**src/hdl/codec_power_pkg.sv**
```systemverilog
// Package of register map, field positions and timing for the codec power control block
package codec_power_pkg;
	// =====================================================
	// Register map
	localparam logic [7:0]  REG_INDEX_POWER      = 8'h05;
	localparam logic [11:0] ADDR_POWER           = 12'h014;
	localparam logic [11:0] ADDR_IRQ_STATUS      = 12'h040;
	localparam logic [11:0] ADDR_IRQ_CLEAR       = 12'h044;
	localparam logic [11:0] ADDR_IRQ_ENABLE      = 12'h048;
	// =====================================================
	// Field positions of the power register
	localparam int BIT_CODEC_PD     = 15;
	localparam int BIT_RSVD14       = 14;
	localparam int BIT_SIDETONE_PD  = 13;
	localparam int BIT_DRV_MODE     = 12;
	localparam int BIT_SIDETONE_OFF = 11;
	localparam int BIT_DAC_PD       = 10;
	localparam int BIT_ADC_PD       = 9;
	localparam int BIT_VIRTUAL_GROUND_PD      = 8;
	localparam int BIT_ADC_OFF      = 7;
	localparam int BIT_DAC_OFF      = 6;
	localparam int BIT_WS_ROLE      = 5;
	localparam int BIT_BIAS_LEVEL   = 4;
	localparam int BIT_EFFECTS      = 1;
	localparam int BIT_DEEMPH       = 0;
	localparam logic [15:0] POWER_WRITE_MASK = 16'hb73f & 16'hfff3;
	localparam logic [15:0] POWER_RESET      = 16'hafc0;
	// =====================================================
	// Interrupt events: one per completion flag
	localparam int NUM_PATHS = 3;
	localparam logic [NUM_PATHS-1:0] IRQ_RESET = 3'h0;
	// =====================================================
	// Power-down settling time per path
	localparam int SETTLE_NS     = 1000;
	localparam int CLK_PERIOD_NS = 25;
	localparam int SETTLE_CYCLES = SETTLE_NS / CLK_PERIOD_NS;
	localparam int CNT_W         = 6;
	localparam logic [CNT_W-1:0] CNT_ZERO = 6'h00;
	localparam logic [CNT_W-1:0] CNT_LOAD = CNT_W'(SETTLE_CYCLES);
	typedef enum logic [1:0] {
		ST_OFF     = 2'b00,
		ST_RAMP_UP = 2'b01,
		ST_ON      = 2'b11,
		ST_RAMP_DN = 2'b10
	} path_state_type;
endpackage

```
**src/hdl/path_ctrl_if.sv**
```systemverilog
// Interface between the register bank and a power path sequencer
`timescale 1ns/100ps
interface path_ctrl_if;
	logic pd_req;
	logic off_flag;
	logic done_pulse;
	modport bank (output pd_req, input off_flag, input done_pulse);
	modport seq  (input pd_req, output off_flag, output done_pulse);
endinterface

```
**src/hdl/codec_power_control_register.sv**
```systemverilog
// Codec power control register bank with APB slave and power sequencing
//
// Notes on behaviour
// - Bit 15 high powers the whole codec down; resets to 1.
// - Bit 14 reserved, always reads 0; software writes 0 only.
// - Bit 13 high keeps analog sidetone powered down; resets to 1.
// - Bit 12 picks driver power mode, 0 low and 1 high; resets 0.
// - Bit 11 reads 1 once sidetone power-down is finished; resets 1.
// - Bit 10 high powers the DAC down; resets to 1.
// - Bit 9 high powers the ADC down; resets to 1.
// - Bit 8 high powers virtual-ground amplifier down; resets to 1.
// - Bit 7 reads 1 once ADC power-down completes; resets 1.
// - Bit 6 reads 1 once DAC power-down completes; resets 1.
// - Bit 5 picks word-select pin role: 0 power-down input, 1 word select.
// - With shared rate the DAC word clock may serve as ADC word select.
// - Bit 4 picks bias level: 0 gives 2.5 V, 1 gives 2.0 V.
// - Bits 3 to 2 reserved, read 00; software writes 00 only.
// - Bit 1 enables the effects filter; resets 0.
// - Bit 0 enables de-emphasis filter; resets 0.
//
// Chosen here: register access over APB.
`timescale 1ns/100ps
module codec_power_control_register (
	// Clock and reset
	input  wire logic        clk,
	input  wire logic        rst,
	input  wire logic        ce,
	// APB slave
	input  wire logic        psel,
	input  wire logic        penable,
	input  wire logic        pwrite,
	input  wire logic [11:0] paddr,
	input  wire logic [31:0] pwdata,
	output logic      [31:0] prdata,
	output logic             pready,
	output logic             pslverr,
	// Word-select pins
	input  wire logic        adc_word_select_pin,
	input  wire logic        dac_word_clock,
	input  wire logic        use_shared_word_clock,
	// Power and mode controls
	output logic             codec_power_down,
	output logic             analog_sidetone_power_down,
	output logic             output_driver_power_mode,
	output logic             dac_power_down,
	output logic             adc_power_down,
	output logic             virtual_ground_amp_power_down,
	output logic             bias_output_level,
	output logic             effects_filter_enable,
	output logic             deemphasis_enable,
	output logic             adc_word_select,
	// Interrupt
	output logic             irq
);
	import codec_power_pkg::*;

	logic [15:0]          ctrl_q;
	logic [NUM_PATHS-1:0] irq_status_q;
	logic [NUM_PATHS-1:0] irq_enable_q;
	logic [NUM_PATHS-1:0] off_flags;
	logic [NUM_PATHS-1:0] done_pulses;
	logic [NUM_PATHS-1:0] pd_reqs;
	logic                 hw_pin_pd;
	logic                 wr_en;
	logic                 rd_en;
	logic [15:0]          power_view;

	function automatic logic addr_known(input logic [11:0] a);
		return (a == ADDR_POWER) || (a == ADDR_IRQ_STATUS) ||
			(a == ADDR_IRQ_CLEAR) || (a == ADDR_IRQ_ENABLE);
	endfunction

	// =====================================================
	// APB access decode: zero wait states
	assign wr_en = psel && penable && pwrite && ce;
	assign rd_en = psel && penable && !pwrite && ce;

	// =====================================================
	// Pin role: in power-down mode the pin forces ADC path down
	assign hw_pin_pd = !ctrl_q[BIT_WS_ROLE] && adc_word_select_pin;

	// Path order: 0 sidetone, 1 ADC, 2 DAC; codec power-down forces all down
	assign pd_reqs[0] = ctrl_q[BIT_CODEC_PD] || ctrl_q[BIT_SIDETONE_PD];
	assign pd_reqs[1] = ctrl_q[BIT_CODEC_PD] || ctrl_q[BIT_ADC_PD] || hw_pin_pd;
	assign pd_reqs[2] = ctrl_q[BIT_CODEC_PD] || ctrl_q[BIT_DAC_PD];

	genvar g;
	generate
		for (g = 0; g < NUM_PATHS; g++) begin : g_path
			path_ctrl_if pc ();
			assign pc.pd_req      = pd_reqs[g];
			assign off_flags[g]   = pc.off_flag;
			assign done_pulses[g] = pc.done_pulse;
			path_sequencer u_seq (
				.clk (clk),
				.rst (rst),
				.ce  (ce),
				.pc  (pc)
			);
		end
	endgenerate

	// =====================================================
	// Read view: flags from sequencers, reserved bits zero
	always_comb begin
		power_view                   = ctrl_q & POWER_WRITE_MASK;
		power_view[BIT_SIDETONE_OFF] = off_flags[0];
		power_view[BIT_ADC_OFF]      = off_flags[1];
		power_view[BIT_DAC_OFF]      = off_flags[2];
	end

	// =====================================================
	// Control register: only writable fields take data
	always_ff @(posedge clk or posedge rst) begin
		if (rst) begin
			ctrl_q <= POWER_RESET & POWER_WRITE_MASK;
		end else if (wr_en && paddr == ADDR_POWER) begin
			ctrl_q <= pwdata[15:0] & POWER_WRITE_MASK;
		end
	end

	// =====================================================
	// Interrupt status: set wins over clear
	always_ff @(posedge clk or posedge rst) begin
		if (rst) begin
			irq_status_q <= IRQ_RESET;
		end else if (ce) begin
			if (wr_en && paddr == ADDR_IRQ_CLEAR) begin
				irq_status_q <= (irq_status_q & ~pwdata[NUM_PATHS-1:0]) | done_pulses;
			end else begin
				irq_status_q <= irq_status_q | done_pulses;
			end
		end
	end

	always_ff @(posedge clk or posedge rst) begin
		if (rst) begin
			irq_enable_q <= IRQ_RESET;
		end else if (wr_en && paddr == ADDR_IRQ_ENABLE) begin
			irq_enable_q <= pwdata[NUM_PATHS-1:0];
		end
	end

	always_ff @(posedge clk or posedge rst) begin
		if (rst) begin
			irq <= 1'b0;
		end else if (ce) begin
			irq <= |(irq_status_q & irq_enable_q);
		end
	end

	// =====================================================
	// APB response, registered
	always_ff @(posedge clk or posedge rst) begin
		if (rst) begin
			prdata  <= 32'h0;
			pready  <= 1'b0;
			pslverr <= 1'b0;
		end else if (ce) begin
			pready  <= psel && !penable;
			pslverr <= psel && !penable && !addr_known(paddr);
			prdata  <= 32'h0;
			if (psel && !penable && !pwrite) begin
				case (paddr)
					ADDR_POWER:      prdata <= {16'h0, power_view};
					ADDR_IRQ_STATUS: prdata <= {29'h0, irq_status_q};
					ADDR_IRQ_ENABLE: prdata <= {29'h0, irq_enable_q};
					default:         prdata <= 32'h0;
				endcase
			end
		end
	end

	// =====================================================
	// Registered control outputs
	always_ff @(posedge clk or posedge rst) begin
		if (rst) begin
			codec_power_down              <= POWER_RESET[BIT_CODEC_PD];
			analog_sidetone_power_down    <= POWER_RESET[BIT_SIDETONE_PD];
			output_driver_power_mode      <= POWER_RESET[BIT_DRV_MODE];
			dac_power_down                <= POWER_RESET[BIT_DAC_PD];
			adc_power_down                <= POWER_RESET[BIT_ADC_PD];
			virtual_ground_amp_power_down <= POWER_RESET[BIT_VIRTUAL_GROUND_PD];
			bias_output_level             <= POWER_RESET[BIT_BIAS_LEVEL];
			effects_filter_enable         <= POWER_RESET[BIT_EFFECTS];
			deemphasis_enable             <= POWER_RESET[BIT_DEEMPH];
			adc_word_select               <= 1'b0;
		end else if (ce) begin
			codec_power_down              <= ctrl_q[BIT_CODEC_PD];
			analog_sidetone_power_down    <= pd_reqs[0];
			output_driver_power_mode      <= ctrl_q[BIT_DRV_MODE];
			dac_power_down                <= pd_reqs[2];
			adc_power_down                <= pd_reqs[1];
			virtual_ground_amp_power_down <= ctrl_q[BIT_CODEC_PD] || ctrl_q[BIT_VIRTUAL_GROUND_PD];
			bias_output_level             <= ctrl_q[BIT_BIAS_LEVEL];
			effects_filter_enable         <= ctrl_q[BIT_EFFECTS];
			deemphasis_enable             <= ctrl_q[BIT_DEEMPH];
			// Shared rate lets the DAC word clock stand in for the pin
			adc_word_select <= use_shared_word_clock ? dac_word_clock :
				(ctrl_q[BIT_WS_ROLE] ? adc_word_select_pin : 1'b0);
		end
	end
endmodule

```
**src/hdl/path_sequencer.sv**
```systemverilog
// Power-down sequencer for one analog path with completion flag
`timescale 1ns/100ps
module path_sequencer (
	// Clock and reset
	input  wire logic clk,
	input  wire logic rst,
	input  wire logic ce,
	// Control
	path_ctrl_if.seq  pc
);
	import codec_power_pkg::*;

	path_state_type               state_q;
	logic [CNT_W-1:0]             cnt_q;

	// =====================================================
	// Sequence: ramp for a settling time in either direction
	always_ff @(posedge clk or posedge rst) begin
		if (rst) begin
			state_q <= ST_OFF;
			cnt_q   <= CNT_ZERO;
		end else if (ce) begin
			case (state_q)
				ST_OFF: begin
					if (!pc.pd_req) begin
						state_q <= ST_RAMP_UP;
						cnt_q   <= CNT_LOAD;
					end
				end
				ST_RAMP_UP: begin
					if (pc.pd_req) begin
						state_q <= ST_RAMP_DN;
						cnt_q   <= CNT_LOAD;
					end else if (cnt_q == CNT_ZERO) begin
						state_q <= ST_ON;
					end else begin
						cnt_q <= cnt_q - 1'b1;
					end
				end
				ST_ON: begin
					if (pc.pd_req) begin
						state_q <= ST_RAMP_DN;
						cnt_q   <= CNT_LOAD;
					end
				end
				ST_RAMP_DN: begin
					if (cnt_q == CNT_ZERO) begin
						state_q <= ST_OFF;
					end else begin
						cnt_q <= cnt_q - 1'b1;
					end
				end
				default: begin
					state_q <= ST_OFF;
				end
			endcase
		end
	end

	// Flag is 1 only once fully off
	assign pc.off_flag   = (state_q == ST_OFF);
	assign pc.done_pulse = ce && (state_q == ST_RAMP_DN) && (cnt_q == CNT_ZERO);
endmodule

```
**config.mk**
```make
export PLATFORM = sky130hd
export DESIGN_NAME = codec_power_control_register
export DESIGN_NICKNAME = d
export VERILOG_FILES = /design/src/hdl/codec_power_pkg.sv /design/src/hdl/path_ctrl_if.sv /design/src/hdl/codec_power_control_register.sv /design/src/hdl/path_sequencer.sv
export SDC_FILE = /design/constraint.sdc
export NUM_CORES = 1
export LEC_CHECK = 0
export ABC_AREA = 0
export BUFFER_PORTS_ARGS = -buffer_cell sky130_fd_sc_hd__buf_2
export CAP_MARGIN = 40
export CORE_ASPECT_RATIO = 1.75
export CORE_MARGIN = 3
export CORE_UTILIZATION = 30
export CTS_CLUSTER_DIAMETER = 60
export CTS_CLUSTER_SIZE = 20
export DETAILED_ROUTE_END_ITERATION = 12
export HOLD_SLACK_MARGIN = 0.06
export PLACE_DENSITY_LB_ADDON = 0.2
export RECOVER_POWER = 100
export SLEW_MARGIN = 5
export SYNTH_ARGS = -nofsm -noshare
export SYNTH_HDL_FRONTEND = slang
export SYNTH_SLANG_ARGS = --single-unit
```
**constraint.sdc**
```tcl
create_clock -name clk -period 2.2 [get_ports clk]
set_input_delay 0.11 -clock clk [delete_from_list [all_inputs] [get_ports clk]]
set_output_delay 0.11 -clock clk [all_outputs]
set_load 0.05 [all_outputs]
```
* Word-level counts from Yosys, hierarchy flattened
Cells that the tools add are included.
** Storage, ports and cells
- Bits in registers :: 85
- Input bits :: 53
- Output and inout bits :: 45
** Operators by class
- Eq/ne operators :: 25
- Multiplexer cells :: 38
- Bitwise logic cells :: 5
- Add/sub/neg operators :: 3
- Reduce and logical (&&, ||, !) cells :: 41
** Operator list (number)
- two-way mux 6 bit :: 12
- case mux 6 bit (4 select lines) :: 3
- case mux 16 bit (3 select lines) :: 1
- equality test 12 x 7 -> 1 bit, second input constant :: 3
- two-way mux 2 bit :: 15
- case mux 2 bit (4 select lines) :: 3
- logical NOT 6 bit :: 3
- subtractor 6 x 1 -> 6 bit, second input constant :: 3
- logical AND 1 bit :: 16
- two-way mux 16 bit :: 1
- AND reduction 5 bit :: 3
- equality test 12 x 5 -> 1 bit, second input constant :: 1
- equality test 2 bit, second input constant :: 6
- != test 2 x 1 -> 1 bit, second input constant :: 6
- != test 3 x 1 -> 1 bit, second input constant :: 3
- AND reduction 3 bit :: 3
- logical OR 1 bit :: 8
- AND 3 bit :: 2
- equality test 2 x 1 -> 1 bit, second input constant :: 3
- logical NOT 2 bit :: 3
- != test 2 bit, second input constant :: 3
- OR 3 bit :: 2
- logical NOT 1 bit :: 4
- two-way mux 3 bit :: 1
- other kinds (3) :: 4

* Depth between registers and ports, before layout
Gate-level depths: netlist of the first run.
- Depth in word-level cells :: 6
- Depth in mapped cells :: 7

* Cells and area by module
From an unflattened synthesis of the first run, not the netlist that was laid out.
** Unflattened totals
- Cells, all modules :: 374
- Area, all modules :: 3807.4 um^2
** Modules (own cells, without submodules)
- codec_power_control_register :: times used 1, cells each 180, seq. area each 1088.5 um^2, area each 2059.5 um^2
- path_sequencer (g_path[0].u_seq ...) :: times used 2, cells each 65, seq. area each 200.2 um^2, area each 580.6 um^2
- path_sequencer (g_path[2].u_seq) :: times used 1, cells each 64, seq. area each 200.2 um^2, area each 586.8 um^2

* Worst setup path before layout of the first run
OpenSTA, ideal clock, no wires.
- Kind :: register -> register
- Start point :: register g_path[0].u_seq.cnt_q[0]
- End point :: register g_path[0].u_seq.state_q[0]
- Period minus slack after synthesis :: 1.827 ns
- Buffers on the path :: 0
- Arrival :: 1.692 ns
- Slack :: 0.373 ns
- Stages on the path, launching flop included :: 8
- Path through :: dfrtp_1 -> inv_1 -> ha_1 -> or3b_2 -> nor2_1 -> o21ai_0 -> a211oi_1 -> a21oi_1
** On the way
- Longest elaborated chain between the ends :: 3
- Elaborated cells between the ends (all ways) :: 4
- Classes of those cells :: eq/ne: 2; reduce/logical: 2
** Ends and longest elaborated chain
- from (decl) :: line path_sequencer.sv:14 : logic [CNT_W-1:0] cnt_q;
- from (signal assigned) :: line path_sequencer.sv:37 : cnt_q <= cnt_q - 1'b1;
- from (signal assigned) :: line path_sequencer.sv:50 : cnt_q <= cnt_q - 1'b1;
- logical NOT 6 bit * :: line path_sequencer.sv:34, path_sequencer.sv:47
- != test 3 x 1 -> 1 bit (no line) / != test 2 x 1 -> 1 bit (equally long branches)
- AND reduction 5 bit (no line) *
- to (signal assigned) :: line path_sequencer.sv:32 : state_q <= ST_RAMP_DN;
- to (signal assigned) :: line path_sequencer.sv:35 : state_q <= ST_ON;
- to (signal assigned) :: line path_sequencer.sv:48 : state_q <= ST_OFF;
- to (decl) :: line path_sequencer.sv:13 : path_state_type state_q;
Every way passes the cells marked *; elsewhere a longest branch is shown, timed or not.
A chain may end at the register's enable or synchronous reset.

* Worst setup path after layout of the first run
- Start point :: register g_path[2].u_seq.state_q[0]
- End point :: register g_path[2].u_seq.state_q[0]
** On the way
- Longest elaborated chain between the ends :: 3
- Elaborated cells between the ends (all ways) :: 10
- Classes of those cells :: eq/ne: 7; mux: 1; reduce/logical: 2
** Ends and longest elaborated chain
- from (decl) :: line path_sequencer.sv:13
- from (signal assigned) :: line path_sequencer.sv:20 : state_q <= ST_OFF;
- from (signal assigned) :: line path_sequencer.sv:26 : state_q <= ST_RAMP_UP;
- from (signal assigned) :: line path_sequencer.sv:32
- equality test 2 x 1 -> 1 bit (tied with other cells) :: line path_sequencer.sv:23 : case (state_q)
- != test 3 x 1 -> 1 bit (no line) (tied with other cells)
- AND reduction 5 bit (no line)
Parallel ways exist; a longest one is shown, timed or not.

==> flow_summary.toml, run 1 <==
[run]
cap_violations = 0

[setup_path]
rr_worst_depth = 7
startpoint = "g_path[2].u_seq.state_q[0]"
required_ps = 2400
critPathKind = "reg -> reg"
r2r_setup_slack_ps = 170
arrival_ps = 2240
r2r-end = "g_path[2].u_seq.state_q[0]"
cp_max_fo = 9
crit_end = "g_path[2].u_seq.state_q[0]"
r2r_start = "g_path[2].u_seq.state_q[0]"
critPathLaunchType = "flop"
crit_path_end_kind = "flop"

[floorplanning]
die_h_um = 152.8
initial_core_util_pct = 30.76
boundaryPins = 98
coreArea_um2 = 12000
die_w_um = 89.86
rows = 53
dieArea_um2 = 13730

[route]
wl_per_cell_um = 14.52
drt_iter0_drc = 126
antenna_left = 0
viasPerCell = 4.791
drt_wl_total_um = 8667
first_pass_iters = 4
remaining_drc_errors = 0
detailroute.via_count = 2860

[timing]
fin_ws_ps = 167.2
report.final.hold_viol_count = 0
timing.hold.ws_ps = 79.49
setup_viol = 0
post-route-min-period_ps = 2033
fin_skew_ps = 4.561
tns_ps = 0
relSlewSlack_pct = 22.97
finalMaxSlewViolations = 0
fin_crit_sh_pct = 92.40
rsz0062_at_grt = "no"
max_freq_mhz = 491.9
tightest_slew_ps = 1151

[power]
max-vdd-ir-drop_v = 0.0003203
p_per_area_nw_per_um2 = 1116
p_total_mw = 4.962
p_leak_nw = 1.999

[clock_network]
cts-root-buf = "clkbuf_16"
cts.reportedPaths.clkPinSlew_ps = 60
htree_levels = 3
clkSinkCount = 67
cts_max_path_buffers = 2
tritoncts = "done"
numCtsBuffers = 9
post_cts_buffers = 0
clk_latency_ps = 330

[yosys]
yosysSeqAreaShare_pct = 45.75
synth_cell_types = 66
synth-seq-cells = 67
synth_ff_type = "dfrtp_1"
postSynthCellCount = 350
ys_top_cells_by_count = "57 x dfrtp_1, 31 x nor2_1, 22 x mux2_2, 21 x inv_1, 21 x nand2_1"
synth_area_leaders = "dfrtp_1 39%, dfstp_2 7.1%, mux2_2 6.7%, ha_1 6.1%, buf_4 3.9%"
yosys.area.top_type = "dfrtp_1"
synth_edf_count = 0
syn_area_per_cell_um2 = 10.55
synth_most_common_cell = "dfrtp_1"
yosys_warnings = 0
netlist_area_um2 = 3692
synth_top_area_share_pct = 38.63
async_flop_share_pct = 100.0

[hold_path]
hold_path.startpoint = "dac_word_clock"
hp-class = "in -> reg"

[final_layout]
final_util_pct = 37.04
area_delta_synth_final_pct = 20.40
drive_gt1_share_pct = 21.76
antennaDiodeCount = 0
fin_nets = 498

[place]
hpwl_um = 6541
preCtsSetupSlack_ps = 156.4
io_buffers = 58
place_congestion = 0.8514

[outcome]
outcome = "complete, no violations"

[global_route]
grt_use_total_pct = 13.02
grt_pass1_vias = 2888
grt_pass1_wl_um = 14240
globalRouteOverflowTotal = 0
antenna_found_initial = 0
grt_max_degree = 44
report_power, final:
part	internal (mW)	switching (mW)
Sequential	1.47	0.217
Combinational	0.739	1.07
Clock	0.937	0.521
Total	3.15	1.81
layer usage:
metal  up-vias  wire length, um  GRT usage [%]
li1       1387                -              -
met3        15              333          3.458
met5         -                0              0
met2        62             4675          23.81
met1      1396             3457          13.71
met4         0              201          6.209
worst min path at each step:
stage               cells after the start                        to  slack, ps
floorplan                               1                 ctrl_q[0]        260
finish                                  3           adc_word_select         80
global route                            3           adc_word_select        100
detailed placement                      2  g_path[1].u_seq.cnt_q[5]        190
CTS                                     3           adc_word_select         70
global placement                        2  g_path[1].u_seq.cnt_q[5]        190
final cells by class:
class	instances	area, um2
fill	1224	7557
multi-input combinational	253	1760
sequential	67	1689
timing repair buffer	74	401.6
clock buffer	12	256.5
tap	165	206.4
inverter	22	82.58
clock inverter	4	48.80
state kept, by name (all words and copies together), names as in the netlist:
register and flops:
adc_power_down 1, adc_word_select 1, analog_sidetone_power_down 1, bias_output_level 1, codec_power_down 1, ctrl_q 10, dac_power_down 1, deemphasis_enable 1
effects_filter_enable 1, g_path.u_seq.cnt_q 18, g_path.u_seq.state_q 6, irq 1, irq_enable_q 3, irq_status_q 3, output_driver_power_mode 1, prdata 14
pready 1, pslverr 1, virtual_ground_amp_power_down 1
through the flow:
| step | cell area (um2) | cells |
|---|---|---|
| final | 4446 | 597 |
| after CTS | 4539 | 597 |
| after global routing | 4446 | 597 |
| after detailed placement | 4114 | 569 |
| after global placement | 4114 | 569 |
| after floorplan | 3756 | 367 |
cell usage in the layout (no fill, tap or decap), types with 4 or more instances in the layout:
master         Yosys  layout
dfrtp_1           57      57
a22o_1            12      12
a21oi_1           19      19
ha_1              18      18
clkbuf_16          0       9
dfstp_2           10       9
o2bb2ai_1          5       5
inv_1             21      22
nor3_1             8       8
clkbuf_1           1      30
dlygate4sd3_1      0      12
conb_1             1      18
buf_2              1      30
nand3_1            7       7
nand2_1           21      21
nand2b_1           4       4
mux2_2            22      22
nor2_1            31      32
mux2i_1            4       4
nor3b_1            4       4
o31ai_1            4       4
o21ai_0           14      13
a32o_1             4       4
critical path, stage by stage (launching register included):
cell and delay (ps):
dfrtp_1 380, inv_1 90, ha_1 250, o21a_1 130
a211oi_2 460, o21ai_1 270, a211oi_1 270, a21oi_1 60
kinds of logic (layout without fill, tap and decap cells):
| group | Yosys count | in the layout | share of synthesized area (%) |
|---|---|---|---|
| DFF | 67 | 67 | 45.75 |
| other | 1 | 18 | 0.1016 |
| muxes | 26 | 26 | 7.794 |
| buffers and inverters | 47 | 112 | 7.489 |
| AOI/OAI and AO/OA | 88 | 88 | 17.62 |
| and+or+nand+nor | 103 | 103 | 15.15 |
| adders and majority gates | 18 | 18 | 6.100 |
what timing repair did:
action                     in CTS  in global routing
hold endpoints to repair       31                  0
gates resized for setup         0                  1
hold buffers                   12                  0
setup endpoints to repair       0                  1
(Power assumes the default switching activity.)
==> run 2, diff against run 1 <==
CTS_BUF_LIST = sky130_fd_sc_hd__clkbuf_8 sky130_fd_sc_hd__clkbuf_16   (was not set)
MAX_ROUTING_LAYER = met4   (was not set)
==> run 2 against run 1 <==
Cell count stayed put. Power about the same. Sequential power about the same.
==> flow_summary.toml, run 2 (synthesis results as in run 1) <==
[clock_network]
clk_latency_ps = 330
post_cts_buffers = 0
cts_max_path_buffers = 2
htree_levels = 3
clkSinkCount = 67
cts-root-buf = "clkbuf_16"
tritoncts = "done"
numCtsBuffers = 9
cts.reportedPaths.clkPinSlew_ps = 60

[global_route]
grt_pass1_vias = 2899
antenna_found_initial = 0
globalRouteOverflowTotal = 0
grt_pass1_wl_um = 14230
grt_use_total_pct = 13.40
grt_max_degree = 44

[place]
preCtsSetupSlack_ps = 156.4
io_buffers = 58
placedInstanceArea_um2 = 4114
place_congestion = 0.8648
hpwl_um = 6541
place_inst = 569

[timing]
finalMaxSlewViolations = 0
post-route-min-period_ps = 2033
tns_ps = 0
tightest_slew_ps = 1152
fin_crit_sh_pct = 92.40
rsz0062_at_grt = "no"
max_freq_mhz = 491.9
timing.hold.ws_ps = 78.95
fin_ws_ps = 167.2
relSlewSlack_pct = 22.94
setup_viol = 0
fin_skew_ps = 4.561
report.final.hold_viol_count = 0

[final_layout]
final_cell_mix = "57 x dfrtp_1, 32 x nor2_1, 30 x buf_2"
top_register = "g_path.u_seq.cnt_q"
drive_gt1_share_pct = 21.76
instances_no_fill = 597
final_common_cell = "dfrtp_1"
largest_reg_flops = 18
fin_nets = 498
fill_cells = 1224
antennaDiodeCount = 0
area_delta_synth_final_pct = 20.40
final_cell_area_um2 = 4446
reg.largest.list = "g_path.u_seq.cnt_q (18), prdata (14), ctrl_q (10)"

[setup_path]
slowest_stage = "a211oi_2"
critPathKind = "reg -> reg"
critPathLaunchType = "flop"
cp_max_fo = 9
crit_path_end_kind = "flop"
cp_cell_sequence = "inv_1, ha_1, o21a_1, a211oi_2, o21ai_1, a211oi_1, a21oi_1"
required_ps = 2400
arrival_ps = 2240
cpPeakStageDelay_ps = 460
r2r_setup_slack_ps = 170

[outcome]
outcome = "complete, no violations"

[floorplanning]
coreArea_um2 = 12000
rows = 53
initial_core_util_pct = 30.76
boundaryPins = 98
die_h_um = 152.8
die_w_um = 89.86
dieArea_um2 = 13730

[route]
detailroute.via_count = 2856
first_pass_iters = 4
viasPerCell = 4.784
antenna_left = 0
drt_wl_total_um = 8666
wl_per_cell_um = 14.52
remaining_drc_errors = 0
drt_iter0_drc = 124

[power]
p_per_area_nw_per_um2 = 1115
p_leak_nw = 2.003
max-vdd-ir-drop_v = 0.0003204

[hold_path]
hp-class = "in -> reg"

[run]
cap_violations = 0
-- run 2: cell count changes in the layout (fill, tap and decap cells not counted), sizes merged --
cell,change
inv,+1
clkbuf,-1
-- run 2: final timing paths --
path                                                  from                         end  cells past startpoint
worst max-delay path            g_path[2].u_seq.state_q[0]  g_path[2].u_seq.state_q[0]                      7
worst min register to register              adc_power_down              adc_power_down                      2
worst max register to register  g_path[2].u_seq.state_q[0]  g_path[2].u_seq.state_q[0]                      7
min in group asynchronous                              rst    g_path[1].u_seq.cnt_q[5]                      3
max in group asynchronous                              rst                     pslverr                      4
worst min-delay path                        dac_word_clock             adc_word_select                      3
-- run 2: through the flow --
step / utilization [%] / power, mW
after global placement: 34.28 / 3.515
final: 37.04 / 4.958
after global routing: 37.04 / 5.323
after floorplan: - / 3.142
after detailed placement: 34.28 / 3.556
after CTS: 37.82 / 5.058
-- run 2: area by class of cell --
type	instances	area, um2	area share (%)
clock buffers	11	252.7	5.685
clock inverters	5	52.55	1.182
inverters	22	82.58	1.858
multi-input cells	253	1760	39.60
flip-flops and latches	67	1689	38.00
well taps	165	206.4	4.644
repair buffers	74	401.6	9.035
-- run 2: critical path, delay by kind of cell (launching register included) --
kind,cells,cell delay (ps)
fa+ha+maj,1,250
flops,1,380
buf+inv,1,90
compound gates,5,1190
-- run 2: power by group --
| group | switching (mW) | internal, mW |
|---|---|---|
| Sequential | 0.216 | 1.47 |
| Clock | 0.521 | 0.932 |
| Combinational | 1.07 | 0.739 |
-- run 2: routing by layer --
metal  global-route usage (%)  vias to the layer above  routed length [um]
li1                         -                     1386                   -
met1                    13.80                     1393                3483
met2                    23.85                       62                4676
met3                    3.261                       15                 308
met4                    6.209                        0                 197
met5                        -                        -                   0
-- run 2: timing repair --
| action | 4_1_cts | 5_1_grt |
|---|---|---|
| endpoints found under the setup margin | 0 | 1 |
| gates resized for setup | 0 | 1 |
| hold endpoints to repair | 31 | 0 |
| hold buffers | 12 | 0 |
==> run 3, diff against run 2 <==
CORE_UTILIZATION = 35   (was 30)
==> run 3 against run 2 <==
Sequential share of layout area increased by 0.63 points. Worst setup slack got worse by 43 ps. First-iteration DRC count decreased by 26%. Cell count decreased by 6.5%. Power decreased by 3.1%. Design area decreased by 1.6%. Clock power decreased by 9.7%. Largest cell class unchanged.
==> flow_summary.toml, run 3 (synthesis results as in run 1) <==
[place]
placedInstanceArea_um2 = 4059
hpwl_um = 6112
io_buffers = 58
place_congestion = 0.7893

[clock_network]
numCtsBuffers = 9
cts.reportedPaths.clkPinSlew_ps = 50
cts_max_path_buffers = 2
post_cts_resized = 0
htree_levels = 3
hold_buffers = 12
clk_latency_ps = 330
post_cts_buffers = 0
clkSinkCount = 67
tritoncts = "done"
cts-root-buf = "clkbuf_16"

[setup_path]
critPathKind = "reg -> reg"
cp_max_fo = 13
required_ps = 2400
critPathLaunchType = "flop"
crit_path_end_kind = "flop"
arrival_ps = 2280

[run]
cap_violations = 0

[final_layout]
final_common_cell = "dfrtp_1"
final_cell_mix = "57 x dfrtp_1, 32 x nor2_1, 32 x buf_2"
top_register = "g_path.u_seq.cnt_q"
final_cell_area_um2 = 4373
reg.largest.list = "g_path.u_seq.cnt_q (18), prdata (14), ctrl_q (10)"
antennaDiodeCount = 0
drive_gt1_share_pct = 21.58
area_delta_synth_final_pct = 18.43
fin_nets = 497
largest_reg_flops = 18

[route]
detailroute.via_count = 2802
viasPerCell = 5.022
drt_iter0_drc = 92
antenna_left = 0
drt_wl_total_um = 8401
first_pass_iters = 4
wl_per_cell_um = 15.06
remaining_drc_errors = 0

[global_route]
globalRouteOverflowTotal = 0
antenna_found_initial = 0
grt_max_degree = 68
grt_pass1_vias = 2964
grt_use_total_pct = 15.48
grt_pass1_wl_um = 14180

[power]
comb_power_share_pct = 37.6
p_per_area_nw_per_um2 = 1099
p_total_mw = 4.805
p_sw_share_pct = 37.10
p_int_mw = 3.022
p_sw_mw = 1.783
max-vdd-ir-drop_v = 0.0005360
power_frac_seq_pct = 35.2
p_clk_share_pct = 27.2
p_leak_nw = 1.988

[floorplanning]
coreArea_um2 = 10300
dieArea_um2 = 11870
die_w_um = 83.64
boundaryPins = 98
rows = 49
initial_core_util_pct = 35.85
die_h_um = 141.9

[timing]
tns_ps = 0
finalMaxSlewViolations = 0
fin_skew_ps = 4.442
rsz0062_at_grt = "no"
report.final.hold_viol_count = 0
tightest_slew_ps = 1482
relSlewSlack_pct = 1.172
fin_crit_sh_pct = 94.34
setup_viol = 0
max_freq_mhz = 481.8
post-route-min-period_ps = 2075

[hold_path]
hp-class = "in -> reg"

[outcome]
outcome = "complete, no violations"
[run 3: cell types whose count changed in the layout (fill, tap and decap cells not counted), sizes merged]
cell / change
inv: +1
clkbuf: -1
bufinv: -1
[run 3: final cells by class]
type	instances	area [um2]
repair buffers	73	389.1
well taps	127	158.9
fillers	1059	5927
clock buffers	11	252.7
multi-input cells	253	1767
inverters	22	95.09
flip-flops and latches	67	1689
clock inverters	5	21.27
[run 3: path summary, 6_finish.rpt]
kind                            slack (ps)                    endpoint  cells after the start      startpoint
worst min register to register         490                   prdata[1]                      1       prdata[1]
max in group asynchronous              480           deemphasis_enable                      4             rst
min in group asynchronous              840    g_path[1].u_seq.cnt_q[1]                      4             rst
worst max register to register         120  g_path[2].u_seq.state_q[0]                      5      ctrl_q[15]
worst max-delay path                   120  g_path[2].u_seq.state_q[0]                      5      ctrl_q[15]
worst min-delay path                   100             adc_word_select                      3  dac_word_clock
[run 3: power by group through the flow]
stage / Combinational, mW / Clock, mW / Sequential, mW
floorplan: 1.45 / 0 / 1.69
global placement: 1.79 / 0 / 1.70
detailed placement: 1.83 / 0 / 1.71
CTS: 1.86 / 1.36 / 1.69
global route: 2.05 / 1.41 / 1.73
finish: 1.81 / 1.31 / 1.69
[run 3: per-layer routing]
layer | global-route usage, % | share of wire (%)
met4 | 6.864 | 2.4
met2 | 27.36 | 54
met3 | 3.370 | 3.9
met1 | 16.48 | 40
met5 | - | 0
[run 3: worst max-delay path, stage by stage, from the launching register on]
cell and delay [ps]:
dfstp_2 690, nor2_1 180, a211oi_4 430, o21ai_1 250
a211oi_1 310, a21oi_1 80
[run 3: through the flow]
stage	worst slack [ps]	util (%)	std cells	hold WS (ps)
global route	24.47	42.46	558	110.0
global placement	222.3	39.41	530	216.4
finish	124.5	42.46	558	104.3
CTS	151.6	43.23	558	88.98
detailed placement	164.1	39.41	530	219.8
floorplan	373.3	-	367	261.7
